[src/fre_map.svh]
// Register offsets, field positions, reset values and address constants
`ifndef FRE_MAP_SVH
`define FRE_MAP_SVH

`define FRE_OFS_EMU        8'h00
`define FRE_OFS_RAMCTL     8'h01
`define FRE_OFS_PROG       8'h02

`define FRE_EMU_OVL_BIT    7
`define FRE_EMU_RHI_BIT    3
`define FRE_EMU_RLO_BIT    2
`define FRE_EMU_RESET      8'h73
`define FRE_EMU_ONES       8'h73

`define FRE_RC_ENA_BIT     7
`define FRE_RC_ENB_BIT     5
`define FRE_RC_FHI_BIT     2
`define FRE_RC_FLO_BIT     1

`define FRE_PC_PROG_BIT    0
`define FRE_PC_ERASE_BIT   1
`define FRE_PC_SWE_BIT     3

`define FRE_MODE_A         3'h2
`define FRE_MODE_B         3'h4
`define FRE_MODE_C         3'h7

`define FRE_FLASH_TOP      4'h0
`define FRE_RAM_TOP        4'hf
`define FRE_RAM_NO_BLOCK   2'h3

`endif

[src/fre_pkg.sv]
// Types shared by the overlay emulation block
package fre_pkg;

  typedef struct packed {
    logic [2:0] mode_s1;
    logic [2:0] mode_s2;
    logic       fwe_s1;
    logic       fwe_s2;
    logic       stby_s1;
    logic       stby_s2;
    logic       nmi_s1;
    logic       nmi_s2;
    logic       ovl_en;
    logic       ram_sel_hi;
    logic       ram_sel_lo;
    logic       flash_sel_hi;
    logic       flash_sel_lo;
    logic       ram_en_a;
    logic       ram_en_b;
    logic       prog;
    logic       erase;
    logic       software_write_enable;
    logic [7:0] rdata;
    logic [15:0] mem_addr;
    logic [7:0] mem_wdata;
    logic       mem_ram;
    logic       mem_rd;
    logic       mem_wr;
  } fre_state_t;

endpackage : fre_pkg

[src/fre_remap.sv]
// Combinational flash-to-RAM address translation
`timescale 1ns/1ps
`include "fre_map.svh"

module fre_remap (
  input  wire logic [15:0] cpu_addr,
  input  wire logic        ovl_active,
  input  wire logic [1:0]  flash_blk,
  input  wire logic [1:0]  ram_blk,
  output logic      [15:0] phys_addr,
  output logic             to_ram,
  output logic             overlaid
);

  always_comb begin
    phys_addr = cpu_addr;
    overlaid  = 1'b0;
    to_ram    = (cpu_addr[15:12] == `FRE_RAM_TOP) &&
                (cpu_addr[11:10] != `FRE_RAM_NO_BLOCK);
    if (ovl_active && cpu_addr[15:12] == `FRE_FLASH_TOP &&
        cpu_addr[11:10] == flash_blk) begin
      phys_addr = {`FRE_RAM_TOP, ram_blk, cpu_addr[9:0]};
      to_ram    = 1'b1;
      overlaid  = 1'b1;
    end
  end

endmodule : fre_remap

[src/fre_top.sv]
// Flash overlay emulation: control registers, remap and program guard
// Operation
// - A RAM block can replace accesses to part of flash 0000-0FFF.
// - Overlay enable plus RAM and flash block selects control remapping.
// - Flash select 00..11 picks window 0000,0400,0800,0C00; protection on.
// - RAM select 00,01,10 picks source F000, F400, F800.
// - RAM select 11 maps exactly like 10 but reads back as 11.
// - Selected RAM stays reachable at its own addresses too.
// - Overlay control bits are writable and effective only in modes 2,4,7.
// - In other modes overlay bits read zero and no overlay occurs.
// - NMI is blocked while program or erase bit is set.
// - Program and erase clear on reset, standby, pin low or enable low.
`timescale 1ns/1ps
`include "fre_map.svh"

module fre_top (
  input  wire logic        clk,
  input  wire logic        rst,
  input  wire logic [7:0]  reg_addr,
  input  wire logic [7:0]  reg_wdata,
  input  wire logic        reg_wr,
  input  wire logic        reg_rd,
  output logic      [7:0]  reg_rdata,
  input  wire logic [2:0]  op_mode,
  input  wire logic        write_enable_pin,
  input  wire logic        standby,
  input  wire logic        nmi_in,
  output logic             nmi_out,
  input  wire logic [15:0] cpu_addr,
  input  wire logic [7:0]  cpu_wdata,
  input  wire logic        cpu_rd,
  input  wire logic        cpu_wr,
  output logic      [15:0] mem_addr,
  output logic      [7:0]  mem_wdata,
  output logic             mem_ram_sel,
  output logic             mem_flash_sel,
  output logic             mem_rd,
  output logic             mem_wr,
  output logic             overlay_active,
  output logic             flash_program,
  output logic             flash_erase
);

  fre_pkg::fre_state_t state_reg;
  fre_pkg::fre_state_t state_next;

  logic        mode_ok;
  logic        ovl_act;
  logic [1:0]  flash_blk;
  logic [1:0]  ram_blk;
  logic [15:0] phys_addr;
  logic        to_ram;
  logic        overlaid;
  logic        pe_hold;
  logic [7:0]  emu_view;
  logic [7:0]  ramctl_view;
  logic [7:0]  prog_view;

  //////////////////////////////////////////////////////////////////////////
  // Helpers

  function automatic logic mode_allows(input logic [2:0] m);
    mode_allows = (m == `FRE_MODE_A) || (m == `FRE_MODE_B) ||
                  (m == `FRE_MODE_C);
  endfunction : mode_allows

  // Build a byte with one bit placed at a given position
  function automatic logic [7:0] bit_at(input logic v, input int pos);
    bit_at = 8'h00;
    bit_at[pos] = v;
  endfunction : bit_at

  //////////////////////////////////////////////////////////////////////////
  // Derived control

  assign mode_ok   = mode_allows(state_reg.mode_s2);
  assign ovl_act   = mode_ok && state_reg.ovl_en;
  assign flash_blk = {state_reg.flash_sel_hi, state_reg.flash_sel_lo};
  // Select 11 folds onto 10
  assign ram_blk   = {state_reg.ram_sel_hi,
                      state_reg.ram_sel_lo & ~state_reg.ram_sel_hi};
  // Program and erase may only stay set while the pin is high, not standby
  assign pe_hold   = state_reg.fwe_s2 && !state_reg.stby_s2;

  // Overlay bits read zero outside the permitted modes; fixed bits read one
  assign emu_view = `FRE_EMU_ONES |
                    bit_at(mode_ok & state_reg.ovl_en, `FRE_EMU_OVL_BIT) |
                    bit_at(mode_ok & state_reg.ram_sel_hi,
                           `FRE_EMU_RHI_BIT) |
                    bit_at(mode_ok & state_reg.ram_sel_lo,
                           `FRE_EMU_RLO_BIT);
  assign ramctl_view = bit_at(state_reg.ram_en_a, `FRE_RC_ENA_BIT) |
                       bit_at(state_reg.ram_en_b, `FRE_RC_ENB_BIT) |
                       bit_at(mode_ok & state_reg.flash_sel_hi,
                              `FRE_RC_FHI_BIT) |
                       bit_at(mode_ok & state_reg.flash_sel_lo,
                              `FRE_RC_FLO_BIT);
  assign prog_view = bit_at(state_reg.prog, `FRE_PC_PROG_BIT) |
                     bit_at(state_reg.erase, `FRE_PC_ERASE_BIT) |
                     bit_at(state_reg.software_write_enable, `FRE_PC_SWE_BIT);

  //////////////////////////////////////////////////////////////////////////
  // Address translation

  fre_remap u_remap (
    .cpu_addr   (cpu_addr),
    .ovl_active (ovl_act),
    .flash_blk  (flash_blk),
    .ram_blk    (ram_blk),
    .phys_addr  (phys_addr),
    .to_ram     (to_ram),
    .overlaid   (overlaid)
  );

  //////////////////////////////////////////////////////////////////////////
  // Next state

  always_comb begin
    state_next = state_reg;

    // Pin synchronisers
    state_next.mode_s1 = op_mode;
    state_next.mode_s2 = state_reg.mode_s1;
    state_next.fwe_s1  = write_enable_pin;
    state_next.fwe_s2  = state_reg.fwe_s1;
    state_next.stby_s1 = standby;
    state_next.stby_s2 = state_reg.stby_s1;
    state_next.nmi_s1  = nmi_in;
    state_next.nmi_s2  = state_reg.nmi_s1;

    // Register writes
    if (reg_wr) begin
      case (reg_addr)
        `FRE_OFS_EMU: begin
          if (mode_ok) begin
            state_next.ovl_en     = reg_wdata[`FRE_EMU_OVL_BIT];
            state_next.ram_sel_hi = reg_wdata[`FRE_EMU_RHI_BIT];
            state_next.ram_sel_lo = reg_wdata[`FRE_EMU_RLO_BIT];
          end
        end
        `FRE_OFS_RAMCTL: begin
          state_next.ram_en_a = reg_wdata[`FRE_RC_ENA_BIT];
          state_next.ram_en_b = reg_wdata[`FRE_RC_ENB_BIT];
          if (mode_ok) begin
            state_next.flash_sel_hi = reg_wdata[`FRE_RC_FHI_BIT];
            state_next.flash_sel_lo = reg_wdata[`FRE_RC_FLO_BIT];
          end
        end
        `FRE_OFS_PROG: begin
          state_next.software_write_enable   = reg_wdata[`FRE_PC_SWE_BIT];
          state_next.prog  = reg_wdata[`FRE_PC_PROG_BIT];
          state_next.erase = reg_wdata[`FRE_PC_ERASE_BIT];
        end
        default: begin
        end
      endcase
    end

    if (state_reg.stby_s2) begin
      state_next.software_write_enable = 1'b0;
    end
    // Program and erase cannot survive loss of their enables; the enable
    // bit is taken as written, so one write may set it with program
    if (!pe_hold || !state_next.software_write_enable) begin
      state_next.prog  = 1'b0;
      state_next.erase = 1'b0;
    end

    // Register reads: data stands in the following cycle only
    state_next.rdata = 8'h00;
    if (reg_rd) begin
      case (reg_addr)
        `FRE_OFS_EMU:    state_next.rdata = emu_view;
        `FRE_OFS_RAMCTL: state_next.rdata = ramctl_view;
        `FRE_OFS_PROG:   state_next.rdata = prog_view;
        default:         state_next.rdata = 8'h00;
      endcase
    end

    // CPU access steering, one cycle behind the request
    state_next.mem_addr  = phys_addr;
    state_next.mem_wdata = cpu_wdata;
    state_next.mem_ram   = to_ram;
    state_next.mem_rd    = cpu_rd;
    state_next.mem_wr    = cpu_wr;
  end

  //////////////////////////////////////////////////////////////////////////
  // State register

  always_ff @(posedge clk) begin
    if (rst) begin
      state_reg            <= '0;
      state_reg.ram_sel_hi <= 1'(`FRE_EMU_RESET >> `FRE_EMU_RHI_BIT);
      state_reg.ram_sel_lo <= 1'(`FRE_EMU_RESET >> `FRE_EMU_RLO_BIT);
      state_reg.ovl_en     <= 1'(`FRE_EMU_RESET >> `FRE_EMU_OVL_BIT);
    end else begin
      state_reg <= state_next;
    end
  end

  //////////////////////////////////////////////////////////////////////////
  // Outputs

  assign reg_rdata      = state_reg.rdata;
  assign mem_addr       = state_reg.mem_addr;
  assign mem_wdata      = state_reg.mem_wdata;
  assign mem_ram_sel    = state_reg.mem_ram;
  assign mem_flash_sel  = !state_reg.mem_ram &&
                          state_reg.mem_addr[15:12] != `FRE_RAM_TOP;
  assign mem_rd         = state_reg.mem_rd;
  assign mem_wr         = state_reg.mem_wr;
  assign overlay_active = ovl_act;
  // NMI held back while a program or erase bit is set
  assign nmi_out        = state_reg.nmi_s2 &&
                          !(state_reg.prog || state_reg.erase);
  // Real flash is protected while the overlay is on
  assign flash_program  = state_reg.prog && !ovl_act;
  assign flash_erase    = state_reg.erase && !ovl_act;

endmodule : fre_top

[config.mk]
export PLATFORM = sky130hd
export DESIGN_NAME = fre_top
export DESIGN_NICKNAME = d
export VERILOG_FILES = /design/src/fre_pkg.sv /design/src/fre_remap.sv /design/src/fre_top.sv
export VERILOG_INCLUDE_DIRS = /design/src
export SDC_FILE = /design/constraint.sdc
export NUM_CORES = 1
export LEC_CHECK = 0
export ABC_AREA = 1
export BUFFER_PORTS_ARGS = -buffer_cell sky130_fd_sc_hd__buf_2
export CAP_MARGIN = 40
export CORE_MARGIN = 2
export CORE_UTILIZATION = 30
export DETAILED_ROUTE_END_ITERATION = 10
export GPL_TIMING_DRIVEN = 0
export SYNTH_ARGS = -nofsm -noshare
export SYNTH_HDL_FRONTEND = slang
export SYNTH_SLANG_ARGS = --single-unit
export TNS_END_PERCENT = 1
[constraint.sdc]
create_clock -name clk -period 2.03 [get_ports clk]
set_clock_uncertainty 0.15 [all_clocks]
set_input_delay 0.3045 -clock clk [delete_from_list [all_inputs] [get_ports clk]]
set_output_delay 0.3045 -clock clk [all_outputs]
set_load 0.02 [all_outputs]
; ---- After elaboration in Yosys (flattened, before gate mapping)
; Index checks and enable logic that the tools add are counted.
[word_totals]
regBits = 57
word_cells = 81
[op_classes]
eq_ne = 9
mux = 6
bitwise = 15
reduce_logical = 27
[op_table]
columns = operator, count
row1 = case mux 8 bit (3 select lines), 1
row2 = two-way mux 16 bit, 1
row3 = OR 8 x 3 -> 8 bit, 2
row4 = logical AND 1 bit, 9
row5 = equality test 8 x 1 -> 1 bit (second input constant), 1
row6 = equality test 8 x 2 -> 1 bit (second input constant), 1
row7 = zero test 8 bit, 1
row8 = OR 8 x 2 -> 8 bit, 1
row9 = OR 8 x 4 -> 8 bit, 1
row10 = OR 8 x 6 -> 8 bit, 1
row11 = bitwise AND 1 bit, 6
row12 = equality test 3 bit (second input constant), 2
row13 = zero test 1 bit, 6
row14 = AND reduction 3 bit, 2
row15 = equality test 4 bit (second input constant), 1
row16 = zero test 4 bit, 1
row17 = logical OR 1 bit, 4
row18 = two-way mux 1 bit, 4
row19 = inequality test 4 bit (second input constant), 1
row20 = OR 2 x 4 -> 4 bit, 1
row21 = AND reduction 2 bit, 2
row22 = OR reduction 2 bit, 2
row23 = equality test 3 x 2 -> 1 bit (second input constant), 1
row24 = equality test 2 bit, 1
row25 = other kinds (3), 4

; ---- Depth between registers and ports, before layout
[logic_depth]
ltp_word = 7
mapped_depth = 9

; ---- Hierarchy
; A second synthesis with hierarchy kept.
[unflattened]
hier_cells = 327
area_unflattened_um2 = 2512.4
[modules_own_cells]
columns = module, instances, cells_per_inst, area_each_um2
row1 = fre_top, 1, 276, 2263.4
row2 = fre_remap, 1, 51, 249.0

; ---- Least setup slack after synthesis
; Ideal clock, no wire load.
[synth_path]
kind = register to output
from = register state_reg[52] (netlist name)
to = output flash_erase
arrival_time_ns = 0.952
required_ns = 1.576
slack_ns = 0.624
path_stages_with_launch = 6
path_cell_list = dfxtp_1 inv_1 nand2_1 nand3_2 a21oi_4 nor2_1
[synth_between]
elab_chain_cells = 6
elab_cells_between_ends = 8
cone_classes = eq/ne: 3 / reduce/logical: 5
[synth_rtl]
columns = element, line
row1 = start: declaration, fre_top.sv:44  ; fre_pkg::fre_state_t state_reg;
row2 = start signal: assignment, fre_top.sv:198  ; state_reg <= state_next;
row3 = equality test 3 x 2 -> 1 bit (no line) / equality test 3 bit (equally long branches), --
row4 = logical OR 1 bit, fre_top.sv:63  ; mode_allows = (m == `FRE_MODE_A) || (m == `FRE_MODE_B) ||
row5 = logical OR 1 bit *, fre_top.sv:63
row6 = logical AND 1 bit *, fre_top.sv:77  ; assign ovl_act = mode_ok && state_reg.ovl_en;
row7 = named net overlay_active, fre_top.sv:39  ; output logic overlay_active,
row8 = zero test 1 bit *, fre_top.sv:219  ; assign flash_erase = state_reg.erase && !ovl_act;
row9 = logical AND 1 bit *, fre_top.sv:219
row10 = end: declaration, fre_top.sv:41  ; output logic flash_erase
; The timed path passes the listed nets; every way through them passes the cells marked *.

; ---- Worst setup path in the final report
[layout_path]
from = register state_reg[53] (netlist name)
to = output flash_erase
[layout_between]
elab_chain_cells = 6
elab_cells_between_ends = 8
cone_classes = eq/ne: 3 / reduce/logical: 5
[layout_rtl]
columns = element, line
row1 = equality test 3 x 2 -> 1 bit (no line) / equality test 3 bit (equally long branches), --
row2 = logical OR 1 bit, fre_top.sv:63
row3 = logical OR 1 bit *, fre_top.sv:63
row4 = logical AND 1 bit *, fre_top.sv:77
row5 = zero test 1 bit *, fre_top.sv:219
row6 = logical AND 1 bit *, fre_top.sv:219
; Mark *: on every way between the ends. The rest lies on a longest branch, timed or not.

==> flow_metrics.env <==
export IMPL_combPwrFrac_pct=11.9
export IMPL_insertion_delay_ps=300
export IMPL_clock_root_buffer="clkbuf_8"
export IMPL_cts_htree_levels=2
export IMPL_worst_slew_pin_slew_ps=422
export IMPL_min_from="cpu_wdata[5]"
export IMPL_cts_tree="built"
export IMPL_crit_type="reg -> out"
export IMPL_swShare_pct=23.9
export IMPL_wl_met3_um=263
export IMPL_power_switching_mw=0.464
export IMPL_worstPathMaxFanout=5
export IMPL_wl_met2_um=1990
export IMPL_synth_edf_count=0
export IMPL_cp_end_kind="primary output"
export IMPL_worstHoldEndpoint="mem_wdata[5]"
export IMPL_synthArstFlopShare_pct=0
export IMPL_hold_viol_final=0
export IMPL_wl_per_cell_um=8.69
export IMPL_final_cell_mix="buf_2 (90), nor2_1 (56), dfxtp_1 (56)"
export IMPL_ys_ff_latch=56
export IMPL_rows=31
export IMPL_drt_pre_antenna_iters=4
export IMPL_synth_ff_type="dfxtp_1"
export IMPL_slew_viol_final=0
export IMPL_yosysSeqAreaShare_pct=49.1
export IMPL_dieArea_um2=8320
export IMPL_period_share_pct=88.5
export IMPL_dr_max_layer_used="met4"
export IMPL_synthesis_nets=342
export IMPL_cp_arrival_ps=1340
export IMPL_start_kind="register"
export IMPL_final_setup_viol_count=0
export IMPL_area_growth_pct=28.1
export IMPL_hp_class="in -> reg"
export IMPL_grt_use_total_pct=10.3
export IMPL_p_per_area_nw_per_um2=665
export IMPL_holdBufCountCts=0
export IMPL_slew_headroom_pct=71.9
export IMPL_numCtsBuffers=5
export IMPL_dpl_cell_area_um2=2850
export IMPL_rsz0062_at_grt="false"
export IMPL_fin_tns_setup_ps=0
export IMPL_r2r_setup_slack_ps=630
export IMPL_yosysWarnings=0
export IMPL_dieWidth_um=91.2
export IMPL_m1WireLength_um=1900
export IMPL_vias=1888
export IMPL_r2r_end="flash_blk[0]"
export IMPL_post_dp_hpwl_um=3360
export IMPL_pwr_share_clk_pct=29.0
export IMPL_wirelength_um=4210
export IMPL_clockBufferDepth=2
export IMPL_clk_pin_slew_ps=90
export IMPL_final_core_util_pct=40.1
export IMPL_cts_sinks=56
export IMPL_ant_nets=0
export IMPL_nets=437
export IMPL_largest_reg_flops=16
export IMPL_first_global_vias=1632
export IMPL_drv_cap=0
export IMPL_viasPerCell=3.90
export IMPL_period_needed_ps=1800
export IMPL_finalInstanceArea_um2=2920
export IMPL_layout_drive_gt1_share_pct=37.9
export IMPL_layout_commonest_cell="buf_2"
export IMPL_diodes=0
export IMPL_core_area_um2=7290
export IMPL_r2r_start="state_reg[53]"
export IMPL_worstRegToRegCells=7
export IMPL_crit_start="state_reg[53]"
export IMPL_yosysUniqueCellTypes=27
export IMPL_drc=0
export IMPL_grt_overflow=0
export IMPL_cts_setup_buffers=0
export IMPL_internal_power_mw=1.48
export IMPL_outcome="finished, final reports clean"
export IMPL_first_iter_violations=58
export IMPL_synth_area_um2=2280
export IMPL_grt_pass1_wl_um=6940
export IMPL_finalWeightedCongestion=0.772
export IMPL_fmax_mhz=557
export IMPL_syn_inst=290
export IMPL_start_util_pct=31.3
export IMPL_antenna_found_initial=0
export IMPL_whs_path_depth=3
export IMPL_irDropWorstVdd_v=0.000302
export IMPL_seq_power_share_pct=59.1
export IMPL_critPathRequiredTime_ps=1580
export IMPL_grt_start_max_net_pins=16
export IMPL_cts_resized=0
export IMPL_power_leakage_nw=1.59
export IMPL_portBuffers=88
export IMPL_syn_avg_cell_area_um2=7.87
export IMPL_die_h_um=91.2
export IMPL_num_io_pins=92
synth_stat cells, types with 2 or more instances:
library cell / n / area, um2
a21oi_1: 12 / 60.1
buf_2: 2 / 10.0
buf_4: 32 / 240
clkbuf_1: 2 / 7.51
dfxtp_1: 56 / 1120
inv_1: 54 / 203
nand2_1: 32 / 120
nand2_2: 4 / 25.0
nand3_1: 11 / 55.1
nand3_2: 2 / 20.0
nand4_1: 4 / 25.0
nor2_1: 56 / 210
nor2_2: 3 / 18.8
nor2_4: 3 / 33.8
o21ai_0: 4 / 20.0
xnor2_1: 2 / 17.5
power groups by stage:
| stage | Sequential (mW) | Combinational [mW] | Clock [mW] |
|---|---|---|---|
| after global routing | 1.15 | 0.258 | 0.632 |
| after detailed placement | 1.17 | 0.235 | 0 |
| after global placement | 1.17 | 0.232 | 0 |
| after CTS | 1.15 | 0.236 | 0.600 |
| final | 1.15 | 0.231 | 0.563 |
| after floorplan | 1.17 | 0.140 | 0 |
area by class of cell:
type	count	area, um2
inverter	55	206
clock inverter	1	5.00
sequential	56	1120
multi-input combinational	142	692
clock buffer	6	72.6
fill	826	4370
timing repair buffer	88	440
buffer	37	262
tap	99	124
worst max-delay path, stage by stage (launching register included):
cell and delay [ps]:
dfxtp_1 360, inv_1 50, nand2_1 60, nand3_2 90, a21oi_4 260, nor2_1 60, buf_2 160
routing by layer:
layer | up-vias | GRT usage (%)
li1 | 1023 | -
met1 | 807 | 12.3
met2 | 52 | 17.3
met3 | 6 | 2.90
met4 | 0 | 4.17
met5 | - | 0
kinds of logic (layout without fill, tap and decap cells):
family	after synthesis	in the layout	share of synthesized area, %
flip-flops	56	56	49.1
AND/OR/NAND/NOR	120	120	24.3
buffers and inverters	92	187	20.5
XOR/XNOR	2	2	0.768
AO/OA/AOI/OAI	20	20	5.27
worst max-delay path by stage:
stage	endpoint	cells past startpoint	slack [ps]
2_1_floorplan	flash_erase	5	620
3_3_place_gp	flash_blk[0]	7	510
3_5_place_dp	flash_blk[0]	7	500
4_1_cts	flash_program	6	190
5_1_grt	flash_program	6	90
6_report	flash_erase	6	230
through the flow:
| stage | cells | total power [mW] | hold slack (ps) | setup WS (ps) |
|---|---|---|---|---|
| 4_1_cts | 484 | 1.98 | 29.4 | 193 |
| 6_report | 484 | 1.94 | 46.2 | 233 |
| 5_1_grt | 484 | 2.04 | 29.4 | 91.9 |
| 3_3_place_gp | 477 | 1.41 | 245 | 512 |
| 2_1_floorplan | 290 | 1.31 | 238 | 624 |
| 3_5_place_dp | 477 | 1.41 | 245 | 495 |
Note: power is estimated with default switching activity, not from simulation.
